`config.mk`:
```
export PLATFORM = sky130hd
export DESIGN_NAME = ebpm_top
export DESIGN_NICKNAME = d
export VERILOG_FILES = /design/src/pkg/ebpm_pkg.sv /design/src/design/ebpm_card_decode.sv /design/src/design/ebpm_top.sv
export VERILOG_INCLUDE_DIRS = /design/src /design/src/pkg
export SDC_FILE = /design/constraint.sdc
export NUM_CORES = 1
export LEC_CHECK = 0
export BUFFER_PORTS_ARGS = -buffer_cell sky130_fd_sc_hd__buf_4
export CORE_AREA = 2 2 107 109
export CTS_CLUSTER_SIZE = 8
export DETAILED_ROUTE_END_ITERATION = 16
export DIE_AREA = 0 0 109 111
export GPL_TIMING_DRIVEN = 0
export PLACE_DENSITY = 0.73
export SLEW_MARGIN = 20
export SYNTH_ARGS = -nofsm -noshare
export SYNTH_HDL_FRONTEND = slang
export SYNTH_SLANG_ARGS = --single-unit
```
`constraint.sdc`:
```
create_clock -name clk -period 2.9 [get_ports clk]
set_input_delay 0.58 -clock clk [delete_from_list [all_inputs] [get_ports clk]]
set_output_delay 0.58 -clock clk [all_outputs]
set_load 0.1 [all_outputs]
```
`src/pkg/ebpm_map.svh`:
```
// Constants for the external bus pin multiplexer
`ifndef EBPM_MAP_SVH
`define EBPM_MAP_SVH
`define EBPM_DATA_W 32
`define EBPM_ADDR_W 26
`define EBPM_SYS_W 32
`define EBPM_CARD_BASE4 4'h5
`define EBPM_CARD_BASE5 4'h6
`define EBPM_MODE_HI 23
`define EBPM_MODE_LO 21
`define EBPM_RNW_BIT 25
`define EBPM_SEL_W 5
`define EBPM_FLOAT_W 4
`define EBPM_PU_LOW_W 16
`endif

```
`src/pkg/ebpm_pkg.sv`:
```
// Types for the external bus pin multiplexer
package ebpm_pkg;
  typedef enum logic [2:0] {
    EBPM_CARD_ATTR = 3'h0,
    EBPM_CARD_COMMON = 3'h2,
    EBPM_CARD_IO = 3'h4,
    EBPM_CARD_DISK = 3'h6,
    EBPM_CARD_DISK_ALT = 3'h7
  } ebpm_card_mode_t;
  typedef enum logic [1:0] {
    EBPM_OWN_IDLE = 2'b00,
    EBPM_OWN_STATIC = 2'b01,
    EBPM_OWN_FLOAT = 2'b11,
    EBPM_OWN_SDRAM = 2'b10
  } ebpm_owner_t;
endpackage

```
`src/design/ebpm_card_decode.sv`:
```
// Card access decoder: mode and strobe steering
`timescale 1ns/1ps
`include "ebpm_map.svh"
module ebpm_card_decode
  import ebpm_pkg::*;
(
  // Access
  input wire logic [`EBPM_SYS_W-1:0] sys_addr,
  input wire logic card_enable_cs4,
  input wire logic card_enable_cs5,
  input wire logic read_strobe_n,
  input wire logic write_strobe_n,
  // Decode
  output logic card_hit,
  output logic card_memory_output_enable,
  output logic card_memory_write_enable,
  output logic card_io_read,
  output logic card_io_write
);
  ebpm_card_mode_t mode;
  logic io_like;
  always_comb begin
    card_hit = (card_enable_cs4 && sys_addr[31:28] == `EBPM_CARD_BASE4) ||
               (card_enable_cs5 && sys_addr[31:28] == `EBPM_CARD_BASE5);
    mode = ebpm_card_mode_t'(sys_addr[`EBPM_MODE_HI:`EBPM_MODE_LO]);
    io_like = (mode == EBPM_CARD_IO) || (mode == EBPM_CARD_DISK) || (mode == EBPM_CARD_DISK_ALT);
    // Disk modes keep memory output enable asserted low, as in disk emulation
    card_memory_output_enable = io_like ? ((mode == EBPM_CARD_IO) ? 1'b1 : 1'b0) : read_strobe_n;
    card_memory_write_enable = io_like ? 1'b1 : write_strobe_n;
    card_io_read = io_like ? read_strobe_n : 1'b1;
    card_io_write = io_like ? write_strobe_n : 1'b1;
  end
endmodule

```
`src/design/ebpm_top.sv`:
```
// External bus pin multiplexer sharing pins among memory controllers
// Operation
// - Share 32 data, 26 address and control pins by requested memory area.
// - Hold address and output controls stable while no access runs.
// - Wait outgoing controller float time before another drives data.
// - SDRAM refresh never delays static controller accesses.
// - Pull-ups on data lines 0 to 15 enabled after reset.
// - Pull-up disable bit switches off pull-ups on data 0 to 15.
// - Card logic driven on chip selects 4/5, only when enabled.
// - Chip-select 4 card space is 0x50000000 to 0x5fffffff.
// - Chip-select 5 card space is 0x60000000 to 0x6fffffff.
// - Card supports attribute, common, I/O and disk-emulation modes.
// - Card 16-bit I/O indication and ATA-select are not handled.
// - Address pin 25 carries card read-not-write during card accesses.
// - NAND command and address latches come from ordinary address bits.
// - Address bits 23..21 select card mode.
// - I/O modes use io strobes, memory modes use memory strobes.
`timescale 1ns/1ps
`include "ebpm_map.svh"
module ebpm_top
  import ebpm_pkg::*;
(
  // Clock and reset
  input wire logic clk,
  input wire logic rstn,
  // Configuration
  input wire logic card_enable_cs4,
  input wire logic card_enable_cs5,
  input wire logic data_bus_pullup_disable,
  input wire logic [`EBPM_FLOAT_W-1:0] static_float_cycles,
  input wire logic [`EBPM_FLOAT_W-1:0] sdram_float_cycles,
  // Static memory controller side
  input wire logic smc_req,
  input wire logic [`EBPM_SYS_W-1:0] smc_sys_addr,
  input wire logic [`EBPM_ADDR_W-1:0] smc_addr,
  input wire logic [7:0] smc_cs_n,
  input wire logic smc_rd_n,
  input wire logic [3:0] smc_wr_n,
  input wire logic smc_nand_oe_n,
  input wire logic smc_nand_we_n,
  input wire logic smc_nand_sel,
  input wire logic [`EBPM_DATA_W-1:0] smc_wdata,
  input wire logic smc_wdata_en,
  output logic smc_grant,
  // SDRAM controller side
  input wire logic sdc_req,
  input wire logic sdc_refresh,
  input wire logic [`EBPM_ADDR_W-1:0] sdc_addr,
  input wire logic sdc_cs_n,
  input wire logic [3:0] sdc_dqm,
  input wire logic [`EBPM_DATA_W-1:0] sdc_wdata,
  input wire logic sdc_wdata_en,
  output logic sdc_grant,
  // External pins
  output logic [`EBPM_ADDR_W-1:0] ext_addr,
  output logic [`EBPM_DATA_W-1:0] ext_data_out,
  output logic ext_data_oe_n,
  output logic [7:0] ext_cs_n,
  output logic read_strobe_n,
  output logic write_strobe_n,
  output logic write_byte1_or_select1_n,
  output logic write_byte3_or_select3_n,
  output logic card_enable_low,
  output logic card_enable_high,
  output logic [`EBPM_PU_LOW_W-1:0] data_pullup_en
);
  ebpm_owner_t owner, next_owner;
  ebpm_owner_t pend, next_pend;
  logic [`EBPM_FLOAT_W-1:0] float_cnt, next_float_cnt;
  logic [`EBPM_ADDR_W-1:0] next_ext_addr;
  logic [`EBPM_DATA_W-1:0] next_ext_data_out;
  logic [7:0] next_ext_cs_n;
  logic next_data_oe_n, next_rd_n, next_wr_n, next_b1_n, next_b3_n, next_ce1, next_ce2;
  logic [`EBPM_PU_LOW_W-1:0] next_pullup;
  logic card_hit, c_oe, c_we, c_ior, c_iow;

  ebpm_card_decode u_card (
    .sys_addr(smc_sys_addr),
    .card_enable_cs4(card_enable_cs4),
    .card_enable_cs5(card_enable_cs5),
    .read_strobe_n(smc_rd_n),
    .write_strobe_n(smc_wr_n[0]),
    .card_hit(card_hit),
    .card_memory_output_enable(c_oe),
    .card_memory_write_enable(c_we),
    .card_io_read(c_ior),
    .card_io_write(c_iow)
  );

  // Ownership: refresh stays inside the SDRAM controller, so only sdc_req claims pins
  always_comb begin
    next_owner = owner;
    next_pend = pend;
    next_float_cnt = float_cnt;
    case (owner)
      EBPM_OWN_IDLE: begin
        if (smc_req) begin
          next_owner = EBPM_OWN_STATIC;
        end else if (sdc_req) begin
          next_owner = EBPM_OWN_SDRAM;
        end
      end
      EBPM_OWN_STATIC: begin
        if (!smc_req) begin
          next_owner = EBPM_OWN_FLOAT;
          next_pend = sdc_req ? EBPM_OWN_SDRAM : EBPM_OWN_IDLE;
          next_float_cnt = static_float_cycles;
        end
      end
      EBPM_OWN_SDRAM: begin
        if (!sdc_req) begin
          next_owner = EBPM_OWN_FLOAT;
          next_pend = smc_req ? EBPM_OWN_STATIC : EBPM_OWN_IDLE;
          next_float_cnt = sdram_float_cycles;
        end
      end
      EBPM_OWN_FLOAT: begin
        if (float_cnt == '0) begin
          next_owner = pend;
        end else begin
          next_float_cnt = float_cnt - 1'b1;
        end
      end
      default: next_owner = EBPM_OWN_IDLE;
    endcase
  end

  // Pin values; idle keeps the last address and inactive strobes
  always_comb begin
    next_ext_addr = ext_addr;
    next_ext_data_out = ext_data_out;
    next_ext_cs_n = 8'hff;
    next_data_oe_n = 1'b1;
    next_rd_n = 1'b1;
    next_wr_n = 1'b1;
    next_b1_n = 1'b1;
    next_b3_n = 1'b1;
    next_ce1 = 1'b1;
    next_ce2 = 1'b1;
    next_pullup = data_bus_pullup_disable ? '0 : '1;
    case (next_owner)
      EBPM_OWN_STATIC: begin
        next_ext_addr = smc_addr;
        next_ext_data_out = smc_wdata;
        next_data_oe_n = !smc_wdata_en;
        next_ext_cs_n = smc_cs_n;
        if (smc_nand_sel) begin
          next_ext_cs_n[6] = smc_nand_oe_n;
          next_ext_cs_n[7] = smc_nand_we_n;
        end
        if (card_hit) begin
          next_ext_addr[`EBPM_RNW_BIT] = smc_wr_n[0];
          next_rd_n = c_oe;
          next_wr_n = c_we;
          next_b1_n = c_ior;
          next_b3_n = c_iow;
          // Byte selects drive the card enables; no 16-bit I/O or ATA-select path exists
          next_ce1 = smc_wr_n[2];
          next_ce2 = smc_wr_n[1];
        end else begin
          next_rd_n = smc_rd_n;
          next_wr_n = smc_wr_n[0];
          next_b1_n = smc_wr_n[1];
          next_b3_n = smc_wr_n[3];
        end
      end
      EBPM_OWN_SDRAM: begin
        next_ext_addr = sdc_addr;
        next_ext_data_out = sdc_wdata;
        next_data_oe_n = !sdc_wdata_en;
        next_ext_cs_n[1] = sdc_cs_n;
        next_b1_n = sdc_dqm[1];
        next_b3_n = sdc_dqm[3];
      end
      default: begin
      end
    endcase
  end

  always_ff @(posedge clk or negedge rstn) begin
    if (!rstn) begin
      owner <= EBPM_OWN_IDLE;
      pend <= EBPM_OWN_IDLE;
      float_cnt <= '0;
      ext_addr <= '0;
      ext_data_out <= '0;
      ext_data_oe_n <= 1'b1;
      ext_cs_n <= 8'hff;
      read_strobe_n <= 1'b1;
      write_strobe_n <= 1'b1;
      write_byte1_or_select1_n <= 1'b1;
      write_byte3_or_select3_n <= 1'b1;
      card_enable_low <= 1'b1;
      card_enable_high <= 1'b1;
      data_pullup_en <= '1;
      smc_grant <= 1'b0;
      sdc_grant <= 1'b0;
    end else begin
      owner <= next_owner;
      pend <= next_pend;
      float_cnt <= next_float_cnt;
      ext_addr <= next_ext_addr;
      ext_data_out <= next_ext_data_out;
      ext_data_oe_n <= next_data_oe_n;
      ext_cs_n <= next_ext_cs_n;
      read_strobe_n <= next_rd_n;
      write_strobe_n <= next_wr_n;
      write_byte1_or_select1_n <= next_b1_n;
      write_byte3_or_select3_n <= next_b3_n;
      card_enable_low <= next_ce1;
      card_enable_high <= next_ce2;
      data_pullup_en <= next_pullup;
      smc_grant <= (next_owner == EBPM_OWN_STATIC);
      sdc_grant <= (next_owner == EBPM_OWN_SDRAM);
    end
  end
endmodule

```
==> reports/results.ini, run 1 <==
[layout]
drive_gt1_share_pct = 47.5
final_area_sq_um = 6370
fin_util_pct = 57.5
area_delta_synth_final_pct = 58.5
diodes = 0
seq_area_sq_um = 2120
nFillCells = 999
nets = 838
multi_input_area_sq_um = 1630

[clock_network]
clock-root-buffer = clkbuf_16
cts_buffer_depth = 2
cts_setup_buffers = 0
cts_tree = built
clock_sinks = 84
cts.clk_slew.worst_paths_ns = 0.06
cts-resized-gates = 0
cts_max_level = 3
postCtsHoldBufs = 0
clk_latency_ns = 0.34
cts_buffers = 9

[detailed_routing]
dr.pass1.iters = 4
num_vias = 3731
drc = 0
antenna_left = 0
drt_iter0_drc = 119
routedWlPerCell_um = 14.5
vias_per_cell = 4.69
drt_wl_total_mm = 11.6

[setup_path]
crit-reg2reg-launch = owner[1]
worstReg2RegEnd = ext_addr[25]
required_ns = 3.16
cp_max_fo = 10
ff2ff_path_depth = 9
crit_arrival_ns = 2.80
crit_path_end_kind = flop
critPathKind = flop to flop
rrSetupSlack_ns = 0.36
setup.worst_path.start_class = flop

[placed_design]
placed_area_sq_um = 6070
portBuffers = 249
gp_congestion = 0.845
hpwl_mm = 9.01

[sta]
relSlewSlack_pct = 49.1
tightest_slew_ns = 0.764
fmax_mhz = 393
grt_setup_unrepaired = false
skew_ns = 0.00934
period_share_pct = 87.7
period_needed_ns = 2.54
drv_slew = 0
setup-violations-final = 0
finalSetupTns_ns = 0
finalHoldViolCount = 0

[synth]
syn_area_per_cell_sq_um = 10.4
synthCells = 387
synthFlopType = dfrtp_1
synth_fp_nets = 578
ys_types = 38
ys_ff_latch = 84
async_flop_share_pct = 100
synth_top_area_share_pct = 42.3
syn_area_sq_um = 4020
yosys.area.top_type = dfrtp_1
seq_area_frac_synth_pct = 52.8
synth-edff-count = 0
ys_warn_count = 0
ys_top_cells_by_area = dfrtp_1 (42%), mux2i_1 (15%), dfstp_2 (10%)
synth_common_cells = dfrtp_1 (68), nand2_1 (65), mux2i_1 (61), o21ai_0 (61), buf_4 (20)
synthMostInstantiatedCell = dfrtp_1

[die]
fp.dieH_um = 111
die_area_sq_um = 12100
rows = 39
io_pins = 278
die_x_um = 109
core_area_sq_um = 11100
start_util_pct = 36.3

[global_routing]
grt_antenna_before_repair = 0
grt_pass1_vias = 3766
grt_max_degree = 85
grt_pass1_wl_mm = 18.2
track_usage_pct = 19.1
grt_overflow_total = 0

[hold_path]
min_path_type = input pin to asynchronous set/reset pin

[run_status]
status = finished clean

[flow_run]
cap_violations = 0

[critical path: stages (launching register included)]
cell and delay [ns]:
dfrtp_1 0.43, buf_2 0.20, nor2_1 0.17, a21oi_1 0.06, o22a_1 0.25, ha_1 0.40
buf_2 0.29, clkbuf_1 0.42, a21oi_1 0.13, a21oi_1 0.13
[final cells by class]
class                      instances  area share, %
sequential                        84           33.3
timing repair buffer             249           29.4
multi-input combinational        254           25.6
clock buffer                       9           3.53
buffer                            38           3.51
tap                              143           2.81
clock inverter                     7           1.18
inverter                          11          0.648
[layout by cell type, fill, tap and decap left out, drive strengths merged, types with 2 or more instances in the layout]
master      n
nor2        6
o2bb2ai     3
dfstp      16
nand3b      4
inv        13
clkinvlp    3
o21ai      61
mux2i      61
nand3       2
nor2b       3
nand2b      7
o211ai      4
nor3        2
a21oi      14
ha          4
o22a        2
a31oi       2
nand2      66
clkbuf     21
buf       275
dfrtp      68
[logic make-up (layout without fill, tap and decap cells)]
family	after synthesis	count (layout)	synth area share, %
flops	84	84	52.8
buf+inv	49	314	6.60
fa+ha+maj	4	4	1.24
compound gates	96	96	13.9
simple gates	92	92	10.0
mux	62	62	15.5
[worst max path at each step]
stage | from | to | slack (ns)
after floorplan | float_cnt[2] | ext_cs_n[1] | 0.84
after global placement | smc_req | ext_addr[25] | 0.32
after detailed placement | smc_req | ext_addr[13] | 0.25
after CTS | float_cnt[2] | ext_addr[25] | 0.35
after global routing | float_cnt[2] | ext_addr[15] | 0.14
final | owner[1] | ext_addr[25] | 0.36
[metal layers]
layer / wire, um / part of all wire, % / vias to the layer above / global-route usage [%]
met5: 0 / 0 / - / 0
met1: 4780 / 41 / 1715 / 23.9
met4: 174 / 1.5 / 0 / 7.01
li1: - / - / 1843 / -
met2: 5750 / 50 / 158 / 32.1
met3: 858 / 7.4 / 15 / 4.00
[sequential cells by signal (all words and copies together), names as in the netlist, 2 cells and up]
register and flops:
ext_data_out 32, ext_addr 26, ext_cs_n 8, float_cnt 4, owner 2, pend 2
[metrics by stage]
stage | std cells | hold slack (ns) | setup WS (ns)
2_1_floorplan | 387 | 0.284 | 0.836
3_3_place_gp | 779 | 0.468 | 0.317
3_5_place_dp | 779 | 0.474 | 0.249
4_1_cts | 795 | 0.338 | 0.351
5_1_grt | 795 | 0.343 | 0.138
6_report | 795 | 0.281 | 0.356
Power of run 1 is left out: the tool's default activity adds up to more than one toggle a clock period on the data nets, which glitch-free logic cannot reach.
==> inputs of run 2 (changes only) <==
PLACE_DENSITY = 0.81   (was 0.73)
==> run 2 against run 1 <==
Net effect:
- critical path depth down 1
- via count up 2.4%
- die area unchanged
- register-to-register slack worse by 0.09 ns
- setup slack worse by 0.087 ns
- fmax down 3.3%
- highest routed layer unchanged
==> reports/results.ini, run 2 (same netlist as run 1, synthesis figures left out) <==
[global_routing]
grt_pass1_wl_mm = 19.1  ; +4.8%
grt_max_degree = 85  ; unchanged
grt_antenna_before_repair = 0  ; unchanged
grt_pass1_vias = 4000  ; +6.2%
track_usage_pct = 20.1  ; +1.0 points
grt_overflow_total = 0  ; unchanged

[die]
start_util_pct = 36.3  ; unchanged
io_pins = 278  ; unchanged
rows = 39  ; unchanged
die_x_um = 109  ; unchanged
fp.dieH_um = 111  ; unchanged
core_area_sq_um = 11100  ; unchanged
die_area_sq_um = 12100  ; unchanged

[layout]
area_delta_synth_final_pct = 58.6  ; about the same
nFillCells = 928  ; -7.1%
final_cell_mix = buf_4 (268), dfrtp_1 (68), nand2_1 (65), o21ai_0 (61), mux2i_1 (61)
largest_register = ext_data_out
nets = 838  ; unchanged
diodes = 0  ; unchanged
drive_gt1_share_pct = 47.4  ; -0.15 points
largest_reg_flops = 32  ; unchanged
final_common_cell = buf_4
reg_top3 = ext_data_out x32, ext_addr x26, ext_cs_n x8

[clock_network]
cts_buffers = 9  ; unchanged
clock_sinks = 84  ; unchanged
postCtsHoldBufs = 0  ; unchanged
clk_latency_ns = 0.32  ; -0.02 ns
clock-root-buffer = clkbuf_16
cts.clk_slew.worst_paths_ns = 0.06  ; about the same
cts-resized-gates = 0  ; unchanged
cts_max_level = 3  ; unchanged
cts_setup_buffers = 0  ; unchanged
cts_buffer_depth = 2  ; unchanged
cts_tree = built

[detailed_routing]
dr.pass1.iters = 7  ; +3
drt_iter0_drc = 188  ; +58%
drc = 0  ; unchanged
drt_wl_total_mm = 12.0  ; +3.6%
num_vias = 3819  ; +2.4%
routedWlPerCell_um = 15.1  ; +3.6%
vias_per_cell = 4.80  ; +2.4%
antenna_left = 0  ; unchanged

[setup_path]
crit_arrival_ns = 2.81  ; about the same
ff2ff_path_depth = 8  ; -1
crit_chain = buf_2, nor2_1, a21oi_1, o22a_1, ha_1, buf_2, buf_1, o21ai_0
path_common_cell = buf_2
crit_path_end_kind = flop
critPathSlowestCell = buf_1
critPathKind = flop to flop
max_stage_delay_ns = 0.46  ; +0.03 ns
cp_max_fo = 10  ; unchanged
cp_num_buf_inv = 3  ; unchanged
setup.worst_path.start_class = flop
critical_path_depth = 8  ; -1
required_ns = 3.08  ; -0.08 ns
path_delay_family = buffers and inverters

[flow_run]
cap_violations = 0  ; unchanged

[placed_design]
gp_congestion = 0.852  ; +0.86%
portBuffers = 249  ; unchanged
hpwl_mm = 9.45  ; +4.8%

[sta]
skew_ns = 0.00531  ; -0.00403 ns
drv_slew = 0  ; unchanged
period_share_pct = 90.7  ; +3.0 points
finalSetupTns_ns = 0  ; unchanged
fmax_mhz = 380  ; -3.3%
finalHoldViolCount = 0  ; unchanged
grt_setup_unrepaired = false
setup-violations-final = 0  ; unchanged
relSlewSlack_pct = 49.7  ; +0.62 points
tightest_slew_ns = 0.755  ; -0.00929 ns
period_needed_ns = 2.63  ; +0.0868 ns

[hold_path]
min_path_type = input pin to asynchronous set/reset pin

[run_status]
status = finished clean

==> run 2: changes by cell type in the layout (fill, tap and decap cells not counted) <==
cell,delta
clkbuf_1,+1
clkbuf_8,+2
clkinv_2,+1
clkinvlp_4,-2
inv_6,-2
==> run 2: metal layers <==
| layer | vias to the layer above | wire, um | GRT usage (%) |
|---|---|---|---|
| li1 | 1851 | - | - |
| met1 | 1795 | 4610 | 23.4 |
| met2 | 152 | 6350 | 36.5 |
| met3 | 21 | 799 | 3.76 |
| met4 | 0 | 215 | 6.67 |
| met5 | - | 0 | 0 |
==> run 2: metrics by stage <==
stage                     worst slack (ns)  hold slack (ns)  util, %  cell area, sq um  std cells
after floorplan                      0.836            0.284        -              4020        387
final                                0.269            0.292     57.6              6380        795
after CTS                            0.201            0.350     57.5              6370        795
after detailed placement             0.104            0.474     54.8              6070        779
after global routing                0.0101            0.358     57.6              6380        795
after global placement               0.218            0.468     54.8              6070        779
==> run 2: area by class of cell <==
cell class                 count  area (sq um)  share of cell area (%)
clock buffer                  12           256                    4.02
buffer                        38           224                    3.51
multi-input combinational    254          1630                    25.6
tap                          143           179                    2.81
sequential                    84          2120                    33.3
inverter                      11          41.3                   0.647
clock inverter                 4          47.5                   0.746
timing repair buffer         249          1870                    29.4
==> run 2: path summary, 6_finish.rpt <==
kind / from / end / slack [ns]
hold / removal: rstn / float_cnt[0] / 0.29
max in group asynchronous: rstn / ext_addr[4] / 2.08
setup reg to reg: owner[1] / ext_addr[24] / 0.27
hold reg to reg: float_cnt[3] / float_cnt[3] / 0.49
setup / recovery: owner[1] / ext_addr[24] / 0.27
min in group clk: data_bus_pullup_disable / data_pullup_en[14] / 0.36
==> run 2: worst register-to-register path: cells and delay by family (launching register included) <==
| family | cells | cell delay, ns |
|---|---|---|
| and+or+nand+nor | 1 | 0.19 |
| buffers and inverters | 3 | 0.95 |
| DFF | 1 | 0.43 |
| AOI/OAI and AO/OA | 3 | 0.51 |
| adders and majority gates | 1 | 0.40 |
Power of run 2 is left out for the same reason.
